## src/include/mfv_pkg.sv

```systemverilog
// Constants and carrier types for the flow control, VLAN and wake-up block
package mfv_pkg;
	// Register indices
	localparam logic [3:0]  REG_FLOW       = 4'h8;
	localparam logic [3:0]  REG_VLAN_ONE   = 4'h9;
	localparam logic [3:0]  REG_VLAN_TWO   = 4'hA;
	localparam logic [3:0]  REG_WAKE_FILT  = 4'hB;
	localparam logic [3:0]  REG_WAKE_CSR   = 4'hC;
	localparam logic [3:0]  REG_IRQ_STAT   = 4'hD;
	localparam logic [3:0]  REG_IRQ_MASK   = 4'hE;
	localparam logic [31:0] RESET_VALUE    = 32'h0000_0000;
	// Flow register fields
	localparam int          FLOW_BUSY_BIT  = 0;
	localparam int          FLOW_EN_BIT    = 1;
	localparam int          FLOW_PASS_BIT  = 2;
	localparam int          FLOW_PT_LSB    = 16;
	// Wake control and status fields
	localparam int          WK_PAT_EN_BIT  = 1;
	localparam int          WK_FRM_EN_BIT  = 2;
	localparam int          WK_PAT_RX_BIT  = 5;
	localparam int          WK_FRM_RX_BIT  = 6;
	localparam int          WK_UNI_EN_BIT  = 9;
	// Interrupt status bits
	localparam int          IRQ_PAUSE_RX   = 0;
	localparam int          IRQ_WAKE_FRM   = 1;
	localparam int          IRQ_WAKE_PAT   = 2;
	localparam int          IRQ_UNI_WAKE   = 3;
	localparam int          IRQ_LEN_ERR    = 4;
	localparam int          IRQ_BITS       = 5;
	// Frame layout
	localparam logic [47:0] PAUSE_DA       = 48'h0180_C200_0001;
	localparam logic [15:0] CTRL_TYPE      = 16'h8808;
	localparam logic [15:0] PAUSE_OPCODE   = 16'h0001;
	localparam logic [10:0] IDX_TYPE_HI    = 11'h00C;
	localparam logic [10:0] IDX_TYPE_LO    = 11'h00D;
	localparam logic [10:0] IDX_OP_HI      = 11'h00E;
	localparam logic [10:0] IDX_OP_LO      = 11'h00F;
	localparam logic [10:0] IDX_PT_HI      = 11'h010;
	localparam logic [10:0] IDX_PT_LO      = 11'h011;
	localparam logic [10:0] IDX_DA_END     = 11'h006;
	localparam logic [10:0] MAX_LEN_PLAIN  = 11'd1518;
	localparam logic [10:0] MAX_LEN_TAGGED = 11'd1522;
	localparam logic [10:0] LEN_SAT        = 11'h7FF;
	// Wake pattern: sync run then repeated station address
	localparam logic [2:0]  PAT_SYNC_LEN   = 3'd6;
	localparam logic [2:0]  PAT_ADDR_LAST  = 3'd5;
	localparam logic [3:0]  PAT_REP_LAST   = 4'd15;
	localparam logic [7:0]  PAT_SYNC_BYTE  = 8'hFF;
	// Slot time timing: 512 bit times at line rate
	localparam int          CLK_MHZ        = 100;
	localparam int          SLOT_BITS      = 512;
	localparam int          RATE_FAST_MBPS = 100;
	localparam int          RATE_SLOW_MBPS = 10;
	localparam int          SLOT_CYC_FAST  = SLOT_BITS * CLK_MHZ / RATE_FAST_MBPS;
	localparam int          SLOT_CYC_SLOW  = SLOT_BITS * CLK_MHZ / RATE_SLOW_MBPS;

	typedef struct packed {
		logic       valid;
		logic       sof;
		logic       eof;
		logic       good;
		logic [7:0] data;
	} mfv_rx_s;

	typedef struct packed {
		logic [3:0]  addr;
		logic [31:0] wdata;
		logic        wr;
		logic        rd;
	} mfv_reg_req_s;
endpackage : mfv_pkg

```

## src/hw/mfv_ctrl.sv

```systemverilog
// Pause flow control, backpressure, VLAN tag detection and remote wake-up
//
// Summary of operation
// - Full duplex with enable: valid received pause holds transmitter quanta times slot time.
// - Enable clear: no pause decoding, no hold-off from received frames.
// - Half duplex: enable bit gates backpressure toward the link.
// - Busy reads high while pause frame or backpressure is sent; clears after.
// - Tagged frames may be 1522 bytes long instead of 1518.
// - First tag identifier compared with bytes 13 and 14 of each frame.
// - Second tag identifier compared with bytes 13 and 14 of each frame.
// - Wake frame filter is a write-only 32-bit configuration word.
// - Unicast wake enable: global unicast frame ends power saving.
// - Valid wake-up frame sets wake frame received flag.
// - Valid wake pattern packet sets wake pattern received flag.
// - Wake frame enable turns on filter-based wake-up frame detection.
// - Wake pattern enable turns on wake pattern packet detection.
// - No pause frames or backpressure while transmitter disabled.
// - Pause time field supplies the time sent in each pause frame.
//
// Implementation choice: strobed register access.
`timescale 1ns/100ps
module mfv_ctrl
	import mfv_pkg::*;
#(
	parameter int SLOT_CYC_SLOW_P = SLOT_CYC_SLOW
)(
	// Clock and reset
	input  wire logic         clock,
	input  wire logic         reset,
	// Register port
	input  wire mfv_reg_req_s reg_req,
	output logic [31:0]       reg_rdata,
	// Receive byte stream
	input  wire mfv_rx_s      rx,
	// Line and MAC state
	input  wire logic         full_duplex,
	input  wire logic         speed_fast,
	input  wire logic         tx_enable,
	input  wire logic         power_save,
	input  wire logic [47:0]  station_addr,
	// Transmit flow control
	input  wire logic         pause_send_req,
	input  wire logic         pause_tx_done,
	input  wire logic         bp_request,
	output logic              pause_tx_start,
	output logic [15:0]       pause_tx_time,
	output logic              backpressure,
	output logic              tx_pause_hold,
	// Status
	output logic              rx_tagged,
	output logic              rx_len_error,
	output logic              wake_request,
	output logic              irq
);
	// ==================================================================
	// Registers
	logic [15:0]         pause_time_value;
	logic                pause_decode_enable;
	logic                pass_ctrl;
	logic                pause_tx_busy;
	logic [15:0]         first_tag_identifier;
	logic [15:0]         second_tag_identifier;
	logic [31:0]         wake_frame_filter;
	logic                wake_frame_enable;
	logic                wake_pattern_enable;
	logic                global_unicast_wake_enable;
	logic                wake_frame_received;
	logic                wake_pattern_received;
	logic [IRQ_BITS-1:0] irq_status;
	logic [IRQ_BITS-1:0] irq_mask;
	logic [IRQ_BITS-1:0] irq_event;
	logic                wr_flow;
	logic                wr_csr;

	assign wr_flow = reg_req.wr && (reg_req.addr == REG_FLOW);
	assign wr_csr  = reg_req.wr && (reg_req.addr == REG_WAKE_CSR);

	always_ff @(posedge clock or posedge reset)
	begin
		if (reset)
		begin
			pause_time_value           <= RESET_VALUE[15:0];
			pause_decode_enable        <= 1'b0;
			pass_ctrl                  <= 1'b0;
			first_tag_identifier       <= RESET_VALUE[15:0];
			second_tag_identifier      <= RESET_VALUE[15:0];
			wake_frame_filter          <= RESET_VALUE;
			wake_frame_enable          <= 1'b0;
			wake_pattern_enable        <= 1'b0;
			global_unicast_wake_enable <= 1'b0;
			irq_mask                   <= RESET_VALUE[IRQ_BITS-1:0];
		end
		else if (reg_req.wr)
		begin
			case (reg_req.addr)
				REG_FLOW:
				begin
					pause_time_value    <= reg_req.wdata[FLOW_PT_LSB +: 16];
					pause_decode_enable <= reg_req.wdata[FLOW_EN_BIT];
					pass_ctrl           <= reg_req.wdata[FLOW_PASS_BIT];
				end
				REG_VLAN_ONE:  first_tag_identifier  <= reg_req.wdata[15:0];
				REG_VLAN_TWO:  second_tag_identifier <= reg_req.wdata[15:0];
				REG_WAKE_FILT: wake_frame_filter     <= reg_req.wdata;
				REG_WAKE_CSR:
				begin
					wake_frame_enable          <= reg_req.wdata[WK_FRM_EN_BIT];
					wake_pattern_enable        <= reg_req.wdata[WK_PAT_EN_BIT];
					global_unicast_wake_enable <= reg_req.wdata[WK_UNI_EN_BIT];
				end
				REG_IRQ_MASK:  irq_mask <= reg_req.wdata[IRQ_BITS-1:0];
				default:       irq_mask <= irq_mask;
			endcase
		end
	end

	// Read data one cycle after the strobe; filter reads as zero
	always_ff @(posedge clock or posedge reset)
	begin
		if (reset)
			reg_rdata <= RESET_VALUE;
		else if (!reg_req.rd)
			reg_rdata <= RESET_VALUE;
		else
		begin
			reg_rdata <= RESET_VALUE;
			case (reg_req.addr)
				REG_FLOW:
				begin
					reg_rdata[FLOW_PT_LSB +: 16] <= pause_time_value;
					reg_rdata[FLOW_PASS_BIT]     <= pass_ctrl;
					reg_rdata[FLOW_EN_BIT]       <= pause_decode_enable;
					reg_rdata[FLOW_BUSY_BIT]     <= pause_tx_busy;
				end
				REG_VLAN_ONE: reg_rdata[15:0] <= first_tag_identifier;
				REG_VLAN_TWO: reg_rdata[15:0] <= second_tag_identifier;
				REG_WAKE_CSR:
				begin
					reg_rdata[WK_UNI_EN_BIT] <= global_unicast_wake_enable;
					reg_rdata[WK_FRM_RX_BIT] <= wake_frame_received;
					reg_rdata[WK_PAT_RX_BIT] <= wake_pattern_received;
					reg_rdata[WK_FRM_EN_BIT] <= wake_frame_enable;
					reg_rdata[WK_PAT_EN_BIT] <= wake_pattern_enable;
				end
				REG_IRQ_STAT: reg_rdata[IRQ_BITS-1:0] <= irq_status;
				REG_IRQ_MASK: reg_rdata[IRQ_BITS-1:0] <= irq_mask;
				default:      reg_rdata <= RESET_VALUE;
			endcase
		end
	end

	// ==================================================================
	// Receive frame parsing
	logic [10:0] byte_idx;
	logic [7:0]  da_first;
	logic        da_is_pause;
	logic [15:0] frame_type;
	logic [15:0] frame_opcode;
	logic [15:0] frame_quanta;
	logic [15:0] filt_word;
	logic [10:0] frame_len;
	logic        frame_end;
	logic        tag_hit;

	assign frame_len = (byte_idx == LEN_SAT) ? LEN_SAT : byte_idx + 11'd1;
	assign frame_end = rx.valid && rx.eof && rx.good;

	always_ff @(posedge clock or posedge reset)
	begin
		if (reset)
		begin
			byte_idx     <= 11'h000;
			da_first     <= 8'h00;
			da_is_pause  <= 1'b0;
			frame_type   <= 16'h0000;
			frame_opcode <= 16'h0000;
			frame_quanta <= 16'h0000;
			filt_word    <= 16'h0000;
		end
		else if (rx.valid)
		begin
			byte_idx <= rx.sof ? 11'h001 : ((byte_idx == LEN_SAT) ? LEN_SAT : byte_idx + 11'd1);
			if (rx.sof)
			begin
				da_first    <= rx.data;
				da_is_pause <= (rx.data == PAUSE_DA[47:40]);
			end
			else if (byte_idx < IDX_DA_END)
				da_is_pause <= da_is_pause && (rx.data == PAUSE_DA[8*(5-byte_idx[2:0]) +: 8]);
			if (byte_idx == IDX_TYPE_HI) frame_type[15:8]   <= rx.data;
			if (byte_idx == IDX_TYPE_LO) frame_type[7:0]    <= rx.data;
			if (byte_idx == IDX_OP_HI)   frame_opcode[15:8] <= rx.data;
			if (byte_idx == IDX_OP_LO)   frame_opcode[7:0]  <= rx.data;
			if (byte_idx == IDX_PT_HI)   frame_quanta[15:8] <= rx.data;
			if (byte_idx == IDX_PT_LO)   frame_quanta[7:0]  <= rx.data;
			if (!rx.sof && byte_idx == {3'b000, wake_frame_filter[7:0]})
				filt_word[15:8] <= rx.data;
			if (!rx.sof && byte_idx == {3'b000, wake_frame_filter[7:0]} + 11'd1)
				filt_word[7:0] <= rx.data;
		end
	end

	// Tag identifiers match the type bytes
	assign tag_hit = (frame_type == first_tag_identifier)
		|| (frame_type == second_tag_identifier);

	// ==================================================================
	// Frame length check and tag report
	always_ff @(posedge clock or posedge reset)
	begin
		if (reset)
		begin
			rx_tagged    <= 1'b0;
			rx_len_error <= 1'b0;
		end
		else
		begin
			rx_tagged    <= frame_end && tag_hit;
			rx_len_error <= frame_end && (frame_len > (tag_hit ? MAX_LEN_TAGGED : MAX_LEN_PLAIN));
		end
	end

	// ==================================================================
	// Received pause decode and transmit hold-off
	logic        pause_accept;
	logic [15:0] quanta_left;
	logic [12:0] slot_cnt;
	logic [12:0] slot_last;

	assign pause_accept = frame_end && pause_decode_enable && full_duplex && da_is_pause
		&& frame_type == CTRL_TYPE && frame_opcode == PAUSE_OPCODE;
	assign slot_last = speed_fast ? 13'(SLOT_CYC_FAST - 1) : 13'(SLOT_CYC_SLOW_P - 1);

	always_ff @(posedge clock or posedge reset)
	begin
		if (reset)
		begin
			quanta_left   <= 16'h0000;
			slot_cnt      <= 13'h0000;
			tx_pause_hold <= 1'b0;
		end
		else if (pause_accept)
		begin
			quanta_left   <= frame_quanta;
			slot_cnt      <= 13'h0000;
			tx_pause_hold <= (frame_quanta != 16'h0000);
		end
		else if (quanta_left != 16'h0000)
		begin
			if (slot_cnt == slot_last)
			begin
				slot_cnt      <= 13'h0000;
				quanta_left   <= quanta_left - 16'd1;
				tx_pause_hold <= (quanta_left != 16'd1);
			end
			else
				slot_cnt <= slot_cnt + 13'd1;
		end
		else
			tx_pause_hold <= 1'b0;
	end

	// ==================================================================
	// Pause transmission and backpressure
	logic fd_sending;

	always_ff @(posedge clock or posedge reset)
	begin
		if (reset)
		begin
			fd_sending     <= 1'b0;
			pause_tx_start <= 1'b0;
			pause_tx_time  <= 16'h0000;
			backpressure   <= 1'b0;
		end
		else
		begin
			pause_tx_start <= 1'b0;
			if (pause_send_req && full_duplex && tx_enable && !fd_sending)
			begin
				fd_sending     <= 1'b1;
				pause_tx_start <= 1'b1;
				pause_tx_time  <= pause_time_value;
			end
			else if (pause_tx_done)
				fd_sending <= 1'b0;
			backpressure <= pause_decode_enable && !full_duplex && tx_enable && bp_request;
		end
	end

	assign pause_tx_busy = fd_sending || backpressure;

	// ==================================================================
	// Wake pattern detection
	logic [2:0] sync_cnt;
	logic [2:0] addr_pos;
	logic [3:0] rep_cnt;
	logic       in_addr;
	logic       pat_seen;
	logic [7:0] addr_byte;

	assign addr_byte = station_addr[8*(5-addr_pos) +: 8];

	always_ff @(posedge clock or posedge reset)
	begin
		if (reset)
		begin
			sync_cnt <= 3'd0;
			addr_pos <= 3'd0;
			rep_cnt  <= 4'd0;
			in_addr  <= 1'b0;
			pat_seen <= 1'b0;
		end
		else if (rx.valid)
		begin
			if (rx.sof)
				pat_seen <= 1'b0;
			if (in_addr && rx.data == addr_byte && !rx.sof)
			begin
				addr_pos <= (addr_pos == PAT_ADDR_LAST) ? 3'd0 : addr_pos + 3'd1;
				if (addr_pos == PAT_ADDR_LAST)
				begin
					rep_cnt <= rep_cnt + 4'd1;
					if (rep_cnt == PAT_REP_LAST)
					begin
						pat_seen <= wake_pattern_enable;
						in_addr  <= 1'b0;
					end
				end
			end
			else if (rx.data == PAT_SYNC_BYTE)
			begin
				in_addr  <= 1'b0;
				sync_cnt <= (sync_cnt == PAT_SYNC_LEN) ? sync_cnt : sync_cnt + 3'd1;
			end
			else
			begin
				in_addr  <= (sync_cnt == PAT_SYNC_LEN) && (rx.data == station_addr[47:40]) && !rx.sof;
				addr_pos <= 3'd1;
				rep_cnt  <= 4'd0;
				sync_cnt <= 3'd0;
			end
		end
	end

	// ==================================================================
	// Wake events, flags and interrupt
	logic wake_frame_hit;
	logic wake_pattern_hit;
	logic unicast_hit;

	assign wake_frame_hit   = frame_end && wake_frame_enable && filt_word == wake_frame_filter[31:16];
	assign wake_pattern_hit = frame_end && pat_seen;
	assign unicast_hit      = frame_end && global_unicast_wake_enable && power_save
		&& da_first[1:0] == 2'b00;
	assign irq_event[IRQ_PAUSE_RX] = pause_accept;
	assign irq_event[IRQ_WAKE_FRM] = wake_frame_hit;
	assign irq_event[IRQ_WAKE_PAT] = wake_pattern_hit;
	assign irq_event[IRQ_UNI_WAKE] = unicast_hit;
	assign irq_event[IRQ_LEN_ERR]  = frame_end && (frame_len > (tag_hit ? MAX_LEN_TAGGED : MAX_LEN_PLAIN));

	// Set wins over write-one-to-clear
	always_ff @(posedge clock or posedge reset)
	begin
		if (reset)
		begin
			wake_frame_received   <= 1'b0;
			wake_pattern_received <= 1'b0;
			wake_request          <= 1'b0;
		end
		else
		begin
			wake_frame_received   <= wake_frame_hit
				|| (wake_frame_received && !(wr_csr && reg_req.wdata[WK_FRM_RX_BIT]));
			wake_pattern_received <= wake_pattern_hit
				|| (wake_pattern_received && !(wr_csr && reg_req.wdata[WK_PAT_RX_BIT]));
			wake_request          <= unicast_hit || wake_frame_hit || wake_pattern_hit;
		end
	end

	genvar gi;
	generate
		for (gi = 0; gi < IRQ_BITS; gi++)
		begin : g_irq
			always_ff @(posedge clock or posedge reset)
			begin
				if (reset)
					irq_status[gi] <= 1'b0;
				else
					irq_status[gi] <= irq_event[gi] || (irq_status[gi]
						&& !(reg_req.wr && reg_req.addr == REG_IRQ_STAT && reg_req.wdata[gi]));
			end
		end
	endgenerate

	always_ff @(posedge clock or posedge reset)
	begin
		if (reset)
			irq <= 1'b0;
		else
			irq <= |(irq_status & irq_mask);
	end
endmodule : mfv_ctrl

```

## config.mk

```make
export PLATFORM = sky130hd
export DESIGN_NAME = mfv_ctrl
export DESIGN_NICKNAME = d
export VERILOG_FILES = /design/src/include/mfv_pkg.sv /design/src/hw/mfv_ctrl.sv
export SDC_FILE = /design/constraint.sdc
export NUM_CORES = 1
export LEC_CHECK = 0
export BUFFER_PORTS_ARGS = -buffer_cell sky130_fd_sc_hd__buf_2
export CAP_MARGIN = 20
export CORE_MARGIN = 2
export CORE_UTILIZATION = 30
export CTS_CLUSTER_SIZE = 40
export DETAILED_ROUTE_END_ITERATION = 10
export SLEW_MARGIN = 15
export SYNTH_ARGS = -nofsm -noshare
export SYNTH_HDL_FRONTEND = slang
export SYNTH_SLANG_ARGS = --single-unit
export TNS_END_PERCENT = 1
```

## constraint.sdc

```tcl
create_clock -name clock -period 9.4 [get_ports clock]
set_input_delay 0.94 -clock clock [delete_from_list [all_inputs] [get_ports clock]]
set_output_delay 0.94 -clock clock [all_outputs]
set_load 0.02 [all_outputs]
```

==> impl_results.md, run 1 <==
* Post-synth cell types at between 70 and 80
* Final hold vios at 0
* Vias in the first global route at approximately 9600
* RSZ-0062 raised after global routing: no
* First-pass GRT wire length at between 50 and 60 mm
* YS warnings at 0
* Least-Margin Pin Slew at about 1.0 ns
* Core area at roughly 0.043 mm^2
* Max-Cap Viols at 0
* Setup violations, final at 0
* Top_reg_cell synth: dfrtp_1
* CP arrival at between 4 and 5 ns
* EDFF count, synth at 0
* CTS buffer count at 29
* Cell area after synthesis at 0.01306 mm^2
* Syn nets at between 1000 and 1500
* Wire per inst at about 17 um
* Post-DP HPWL at approximately 24 mm
* Seq/Total Area, Yosys at between 50 and 60%
* FF+latch count, synth at around 260
* Routed Antenna Nets at 0
* Initial antenna violation count at 4
* Clock Sink Count at between 200 and 300
* Post-synth top area share at 50.60%
* Final wirelength at 33.39 mm
* Final min period at slightly below 4 ns
* Worst EP required at roughly 10 ns
* H-tree depth at 1
* Overflow left after global routing at 0
* Die area at ~0.045 mm^2
* Total number of vias at ~9600
* Io pins at about 160
* Clock transition at path regs at roughly 0.060 ns
* Critical path type: flip-flop to flip-flop
* IO Port Bufs at 161
* Maximum vdd drop at around 0.15 mV
* Pwr per Cell Area at about 200 mW/mm^2
* Clk Tree Root Cell: clkbuf_16
* Commonest non-fill, non-tap cell in the layout: dfrtp_1
* Area grow syn2layout at 17.98%
* Max Slew Vio Count at 0
* Gp weighted congestion at roughly 0.83
* First-pass DRT Iterations at 5
* Worst-path fanout max at 17
* Crit start category: flip-flop
* CTS tree: yes
* Outcome: completed
* Sum of negative setup slack at 0 ns
* Gr usage total at ~15%
* Initial Utilization at 30.37%
* Tcrit/Tclk final at approximately two fifths
* Post-Syn Area per Cell at 11.16 um^2
* Worst hold start: pause_tx_time[1]$_DFFE_PP0P_
* Vias per Instance at ~5
* Commonest cells after routing, fill and taps aside: 264 x dfrtp_1, 171 x mux2_2, 161 x buf_2
* DR iter-0 viols at about 570
* Worst-Skew Late Latency at 0.55 ns
* Cell Rows at 76
* Rel. slew slack at a little under a third
* Setup Skew at 0.01075 ns
* Fillers at 4324
* DRC at 0
* Worst R2R Start: addr_pos[1]$_DFFE_PP0P_
* Post-CTS Setup Inserts at 0
* Pwr Total at about 3100 uW
* Layout cells sized above 1 at roughly 31%
* FMAX at around 0.25 GHz
* Area of the multi-input gates at ~0.0061 mm^2
* Worst min path class: flip-flop to flip-flop
* Sequential Area at around 0.0066 mm^2
* Die Span X at ~210 um
* NumNets Final at 1438
* Worst setup EP type: flip-flop
* Final Util at a little over a third
* Post-CTS Hold Fix Bufs at 0
* Async SR Flop Fraction at 100.0%
* Worst setup path start: addr_pos[1]$_DFFE_PP0P_
* Longest Clk Path Bufs at 3
* Synth area leaders: dfrtp_1 51%, mux2_2 15%, xnor2_1 5.7%
* Post-cts sizing count at 0
* Syn Inst Count at 1170
* Smallest hold slack at about 0.47 ns
* Die outline height at around 210 um
* Pin count of the biggest net entering global routing at 123
* Yosys top cell by area: dfrtp_1
* Lkg Pwr at slightly above 0.007 uW
[synth_stat cells, types with 9 or more instances]
master    count
dfrtp_1     264
mux2_2      171
nand2_1     147
xnor2_1      85
nor2_1       54
o21ai_0      50
clkbuf_1     49
nand4_1      28
a21oi_1      27
and3_1       26
nand3_1      21
ha_1         19
nor3_1       19
nor4_1       18
inv_1        17
a22oi_1      13
xor2_1       11
nor2b_1      10
a222oi_1      9
[power by group]
part / internal [uW] / switching (uW) / total (uW)
combinational: 259 / 235 / 495
sequential: 1300 / 151 / 1450
clock: 693 / 469 / 1160
[sequential cells by signal (all words and copies together) (netlist names), 16 cells and up]
register / cells
frame_quanta: 16
first_tag_identifier: 16
wake_frame_filter: 24
second_tag_identifier: 16
filt_word: 16
pause_tx_time: 16
frame_type: 16
pause_time_value: 16
reg_rdata: 32
quanta_left: 16
frame_opcode: 16
[kinds of logic (layout without fill, tap and decap cells)]
kind of cell / count (synthesis) / count (layout) / share of synthesized area [%]
adders and majority gates: 19 / 19 / 1.821
other: 0 / 1 / 0
muxes: 180 / 180 / 15.72
and+or+nand+nor: 375 / 375 / 14.65
DFF: 264 / 264 / 50.60
xor gates and xnor gates: 96 / 96 / 6.440
buffers and inverters: 77 / 242 / 2.559
AOI/OAI and AO/OA: 159 / 159 / 8.204
[final cells by class]
class                           instances  share of cell area, %
Sequential cell                       264                  42.89
Tap cell                              585                  4.752
Inverter                               19                 0.5118
Clock buffer                           40                  5.565
Antenna cell                            1                0.01625
Multi-Input combinational cell        829                  39.74
Timing Repair Buffer                  169                  5.621
Clock inverter                         14                 0.9017
[final timing paths]
check                      cells after the start                               to  slack, ns
setup / recovery                               9          addr_pos[0]$_DFFE_PP0P_       5.48
hold / removal                                 2     pause_tx_time[1]$_DFFE_PP0P_       0.47
setup reg to reg                               9          addr_pos[0]$_DFFE_PP0P_       5.48
hold reg to reg                                2     pause_tx_time[1]$_DFFE_PP0P_       0.47
max in group asynchronous                      3  pause_time_value[9]$_DFFE_PP0P_       7.35
min in group asynchronous                      2              in_addr$_DFFE_PP0P_       0.52
[routing by layer]
layer  global-route usage [%]  share of wire, %  vias up
met5                        0             0.051        -
li1                         -                 -     4490
met1                    20.03                46     4823
met2                    24.18                48      203
met4                    4.437               2.3        4
met3                    1.965               3.9       56
[worst max-delay path: stages (launching register included)]
cell and delay, ns:
dfrtp_1 0.45, inv_1 0.14, ha_1 0.58, nor3b_1 0.72
a222oi_1 0.23, xnor2_1 0.18, nor4_1 0.26, nor4b_4 0.60
and2_1 0.46, a311oi_1 0.15
[stage by stage]
step,area [um^2],instances,setup slack (ns)
after floorplan,13060,1170,1.191
after global placement,14400,1866,5.594
after detailed placement,14400,1866,5.500
after CTS,15400,1920,5.476
after global routing,15400,1920,5.136
final,15400,1921,5.477
(Power assumes the default switching activity.)
==> inputs of run 2 (changes only) <==
==> constraint.sdc (replaced) <==
create_clock -name clock -period 3.7 [get_ports clock]
set_input_delay 0.37 -clock clock [delete_from_list [all_inputs] [get_ports clock]]
set_output_delay 0.37 -clock clock [all_outputs]
set_load 0.02 [all_outputs]
==> run 2 against run 1 <==
Cell count grew 0.42%. Final area grew 0.53%. Routed wire length grew 0.52%. Clock skew grew 0.0023 ns. Total power grew to 2.5 times the previous value. Sequential cell count is the same.
==> impl_results.md, run 2 (same netlist as run 1, synthesis figures left out) <==
* Outcome: completed
* Crit start category: flip-flop
* Max-Cap Viols at 0
* DR iter-0 viols at approximately 670
* Vias in the first global route at around 9700
* Psw at around 2100 uW
* Core area at approximately 0.043 mm^2
* Worst EP required at a little over 4 ns
* Met2 global-route usage at between 20% and 30%
* FMAX at between 0.2 and 0.3 GHz
* Final wirelength at around 34 mm
* Gr usage total at 14.69%
* Vias per Instance at 5.018
* Lkg Pwr at a little over 0.007 uW
* Setup violations, final at 0
* R2R Setup Slk at roughly 0.32 ns
* Smallest hold slack at roughly 0.025 ns
* Io pins at about 160
* GR Util met3 at under 10%
* Pwr per Cell Area at just over 500 mW/mm^2
* Critical path type: flip-flop to flip-flop
* Die area at about 0.045 mm^2
* CTS buffer count at 29
* Least-Margin Pin Slew at a little over 0.8 ns
* Worst setup EP type: flip-flop
* Commonest non-fill, non-tap cell in the layout: dfrtp_1
* Post-DP HPWL at between 20 and 25 mm
* Clock power frac at a little under two fifths
* Clk Tree Root Cell: clkbuf_16
* Grt met1 use at 20.33%
* Tcrit/Tclk final at 91.22%
* Clock Sink Count at 264
* CP max stage delay at ~0.68 ns
* Die Span X at between 200 and 250 um
* Seq pwr share at 47.0%
* NumNets Final at ~1500
* Sequential Area at between 0.006 and 0.007 mm^2
* IO Port Bufs at about 160
* Area grow syn2layout at 18.60%
* Biggest register: reg_rdata
* Pin count of the biggest net entering global routing at between 70 and 80
* Worst-Skew Late Latency at between 0.5 and 0.6 ns
* Largest regs: reg_rdata x32, wake_frame_filter x24
* Sequence of cells on the critical path: inv_1 -> ha_1 -> nor3b_1 -> a222oi_1 -> xnor2_1 -> nor4_1 -> nor4b_4 -> and2_1 -> o21ai_0
* First-pass GRT wire length at 53.34 mm
* Clock transition at path regs at 0.06 ns
* Maximum vdd drop at 0.3441 mV
* Layout cells sized above 1 at a little under a third
* Setup Skew at approximately 0.013 ns
* Cell Rows at between 70 and 80
* Gp weighted congestion at 0.8561
* Worst Path Buf+Inv at 1
* Post-cts sizing count at 0
* Wire per inst at roughly 17 um
* Worst min path class: input port to flip-flop
* Initial antenna violation count at 0
* Final hold vios at 0
* Final min period at 3.375 ns
* Cell family with most CP delay: simple AND/OR/NAND/NOR gates
* RSZ-0062 raised after global routing: no
* Max reg flops at 32
* Power Internal at between 5000 and 6000 uW
* Die outline height at ~210 um
* DRC at 0
* First-pass DRT Iterations at 6
* Routed Antenna Nets at 0
* Sum of negative setup slack at 0 ns
* Fillers at 4323
* Slowest-stage cell, CP: nor3b_1
* Switching Share at between 20% and 30%
* Initial Utilization at between 30% and 40%
* Total number of vias at between 9000 and 10000
* Overflow left after global routing at 0
* Longest Clk Path Bufs at 3
* H-tree depth at 1
* Rel. slew slack at roughly 45%
* Area of the multi-input gates at between 0.006 and 0.007 mm^2
* Gate power share at ~16%
* CTS tree: yes
* Gr busiest metal: met2
* CP arrival at between 3 and 4 ns
* Commonest cells after routing, fill and taps aside: 264 x dfrtp_1, 171 x mux2_2, 161 x buf_2
* Worst-path fanout max at 11
* Max Slew Vio Count at 0
==> run 2: cell types whose count changed in the layout (fill, tap and decap cells not counted), moves of 2 or more <==
| cell | previous run | this run |
|---|---|---|
| buf_4 | 8 | 16 |
| buf_12 | 0 | 3 |
| clkbuf_8 | 9 | 4 |
| clkinv_2 | 6 | 4 |
| clkbuf_1 | 2 | 5 |
==> run 2: what timing repair did <==
item                                   4_1_cts  5_1_grt
endpoints found under the hold margin       19        0
hold buffers                                 1        0
setup endpoints to repair                    0        0
buffers inserted                             0        0
==> run 2: worst paths after layout <==
path	to	from	cells past startpoint
min in group asynchronous	frame_quanta[6]$_DFFE_PP0P_	reset	3
max reg2reg	rep_cnt[0]$_DFFE_PP0P_	addr_pos[1]$_DFFE_PP0P_	9
max in group asynchronous	filt_word[9]$_DFFE_PP0P_	reset	4
min	fd_sending$_DFFE_PP0P_	pause_tx_done	2
max	rep_cnt[0]$_DFFE_PP0P_	addr_pos[1]$_DFFE_PP0P_	9
min reg2reg	pause_tx_time[1]$_DFFE_PP0P_	pause_tx_time[1]$_DFFE_PP0P_	2
==> run 2: per-layer routing <==
layer | wire [um] | vias up
met2 | 16060 | 224
met3 | 1390 | 48
met4 | 704 | 0
li1 | - | 4511
met1 | 15410 | 4896
met5 | 0 | -
==> run 2: layout make-up <==
cell class	instances	share of cell area (%)
tap	585	4.727
clock buffer	38	5.164
antenna	2	0.03232
inverter	19	0.4848
multi-input combinational	829	39.56
clock inverter	11	0.9293
sequential	264	42.67
timing repair buffer	181	6.432
==> run 2: metrics by stage <==
step	cell area [um^2]	cells	total power, uW	utilization, %	worst slack (ns)
global route	15480	1927	8205	36.01	0.008149
detailed placement	14530	1877	4993	33.79	0.3432
floorplan	13060	1170	4549	-	-0.1535
global placement	14530	1877	4948	33.79	0.4940
CTS	15480	1927	7906	36.01	0.3278
finish	15480	1929	7815	36.02	0.3250
==> run 2: power groups by stage <==
stage	combinational (uW)	clock [uW]	sequential, uW
2_1_floorplan	896	0	3650
3_3_place_gp	1250	0	3700
3_5_place_dp	1270	0	3720
4_1_cts	1280	2950	3670
5_1_grt	1400	3080	3730
6_report	1270	2870	3670
==> run 2: worst reg2reg max path, cell delays in order (launching register included) <==
cell and delay, ns:
dfrtp_1 0.44, inv_1 0.14, ha_1 0.47, nor3b_1 0.68
a222oi_1 0.23, xnor2_1 0.18, nor4_1 0.26, nor4b_4 0.25
and2_1 0.41, o21ai_0 0.17
==> inputs of run 3 (changes only) <==
--- a/config.mk
+++ b/config.mk
@@ -11,6 +11,7 @@
 export CORE_UTILIZATION = 30
 export CTS_CLUSTER_SIZE = 40
 export DETAILED_ROUTE_END_ITERATION = 10
+export SETUP_SLACK_MARGIN = 0.5
 export SLEW_MARGIN = 15
 export SYNTH_ARGS = -nofsm -noshare
 export SYNTH_HDL_FRONTEND = slang
==> constraint.sdc (replaced) <==
create_clock -name clock -period 3.25 [get_ports clock]
set_input_delay 0.325 -clock clock [delete_from_list [all_inputs] [get_ports clock]]
set_output_delay 0.325 -clock clock [all_outputs]
set_load 0.02 [all_outputs]
==> run 3 against run 2 <==
Clock power grew 17%. Largest power group unchanged. Total power rose by 15%. Sequential share of layout area shrank 0.55 points. Clock-buffer cell count increased by 4.
==> impl_results.md, run 3 (same netlist as run 1, synthesis figures left out) <==
* Max Slew Vio Count at 0
* Clk Tree Root Cell: clkbuf_16
* Gp weighted congestion at 0.8455
* Vias per Instance at about 5.0
* Final WS setup at 0.3896 ns
* Initial antenna violation count at 1
* Area grow syn2layout at 20.21%
* Core area at between 0.04 and 0.05 mm^2
* Clock Sink Count at 264
* Maximum vdd drop at between 0.4 and 0.5 mV
* Max reg flops at 32
* Setup Skew at around 0.0094 ns
* Commonest non-fill, non-tap cell in the layout: dfrtp_1
* Max-Cap Viols at 0
* FMAX at 0.3496 GHz
* CTS buffer count at 29
* Worst-path fanout max at 10
* Worst-Skew Late Latency at about 0.54 ns
* Rel. slew slack at 47.67%
* DR iter-0 viols at 617
* Smallest hold slack at roughly 0.038 ns
* Largest regs: reg_rdata x32, wake_frame_filter x24
* Pin count of the biggest net entering global routing at 106
* Worst min path class: input port to flip-flop
* NumNets Final at between 1000 and 1500
* Lkg Pwr at roughly 0.0072 uW
* Commonest cells after routing, fill and taps aside: 261 x dfrtp_1, 169 x mux2_2, 161 x buf_2
* Worst EP required at approximately 3.7 ns
* Setup Slack @ Placement at roughly 0.07 ns
* Clock transition at path regs at about 0.060 ns
* Overflow left after global routing at 0
* Final min period at ~2.9 ns
* Die outline height at about 210 um
* Fillers at ~4300
* Crit start category: flip-flop
* First-pass DRT Iterations at 5
* Layout cells sized above 1 at 32.77%
* RSZ-0062 raised after global routing: yes
* Die Span X at 212.6 um
* CP arrival at around 3.3 ns
* Worst setup EP type: flip-flop
* Final Util at a little over a third
* Routed Antenna Nets at 0
* Longest Clk Path Bufs at 3
* First-pass GRT wire length at about 54 mm
* Final wirelength at between 30 and 40 mm
* Sum of negative setup slack at 0 ns
* Initial Utilization at between 30% and 40%
* Post-DP HPWL at about 24 mm
* Least-Margin Pin Slew at 0.7831 ns
* Biggest register: reg_rdata
* Cell Rows at 76
* DRC at 0
* Outcome: completed
* IO Port Bufs at between 150 and 200
* H-tree depth at 1
* Setup violations, final at 0
* Final hold vios at 0
* Die area at around 0.045 mm^2
* Io pins at around 160
* Tcrit/Tclk final at between 80% and 90%
* Total number of vias at 9674
* Pwr per Cell Area at roughly 570 mW/mm^2
* R2R Setup Slk at between 0.3 and 0.4 ns
* CTS tree: yes
* Wire per inst at 17.43 um
* Vias in the first global route at ~10000
* Gr usage total at ~15%
* Critical path type: flip-flop to flip-flop
[run 3: cell types whose count changed in the layout (fill, tap and decap cells not counted), sizes merged]
cell / change
buf: +15
clkbuf: +4
clkinv: -2
clkinvlp: +1
diode: -1
dlygate4sd3: +1
[run 3: what timing repair did]
| item | 4_1_cts | 5_1_grt |
|---|---|---|
| gates resized for setup | 12 | 7 |
| pin swaps | 9 | 6 |
| cloned | 1 | 0 |
| hold endpoints to repair | 66 | 0 |
| setup endpoints to repair | 13 | 21 |
| buffers inserted | 4 | 2 |
| hold buffers | 2 | 0 |
[run 3: layer usage]
layer | part of all wire, % | up-vias | GRT usage, %
li1 | - | 4547 | -
met1 | 46 | 4867 | 20.68
met2 | 49 | 221 | 25.06
met3 | 3.9 | 39 | 1.477
met4 | 1.7 | 0 | 4.148
met5 | 0 | - | 0
[run 3: layout make-up]
class / instances / area, um^2 / share of cell area (%)
clock buffer: 42 / 844.6 / 5.381
tap: 585 / 732.0 / 4.664
timing repair buffer: 197 / 1126 / 7.175
multi-input combinational: 829 / 6170 / 39.31
inverter: 19 / 75.07 / 0.4784
clock inverter: 10 / 133.9 / 0.8531
antenna: 1 / 2.502 / 0.01595
sequential: 264 / 6610 / 42.12
[run 3: where the power goes]
group	switching, uW	internal [uW]
clock network	1320	2030
logic	687	765
registers	429	3750
[run 3: worst max-delay path, stage by stage, from the launching register on]
cell and delay [ns]:
dfrtp_2 0.42, ha_4 0.33, buf_4 0.13, buf_6 0.13, mux2_1 0.32, a222oi_1 0.38, xnor2_1 0.16, nor4b_4 0.37
buf_6 0.18, a21oi_2 0.05, a211o_1 0.25
[run 3: final timing paths]
check / endpoint / cells after the start / startpoint
max: addr_pos[1]$_DFFE_PP0P_ / 10 / addr_pos[2]$_DFFE_PP0P_
min: first_tag_identifier[8]$_DFFE_PP0P_ / 2 / reg_req[10]
max reg2reg: addr_pos[1]$_DFFE_PP0P_ / 10 / addr_pos[2]$_DFFE_PP0P_
min reg2reg: pause_tx_time[9]$_DFFE_PP0P_ / 2 / pause_tx_time[9]$_DFFE_PP0P_
max in group asynchronous: reg_rdata[2]$_DFF_PP0_ / 4 / reset
min in group asynchronous: addr_pos[2]$_DFFE_PP0P_ / 4 / reset
[run 3: per-stage QoR]
| stage | instances | total power [uW] | area (um^2) |
|---|---|---|---|
| 2_1_floorplan | 1170 | 5179 | 13060 |
| 3_3_place_gp | 1885 | 5637 | 14590 |
| 3_5_place_dp | 1885 | 5684 | 14590 |
| 4_1_cts | 1944 | 9071 | 15660 |
| 5_1_grt | 1947 | 9417 | 15690 |
| 6_report | 1947 | 8978 | 15690 |
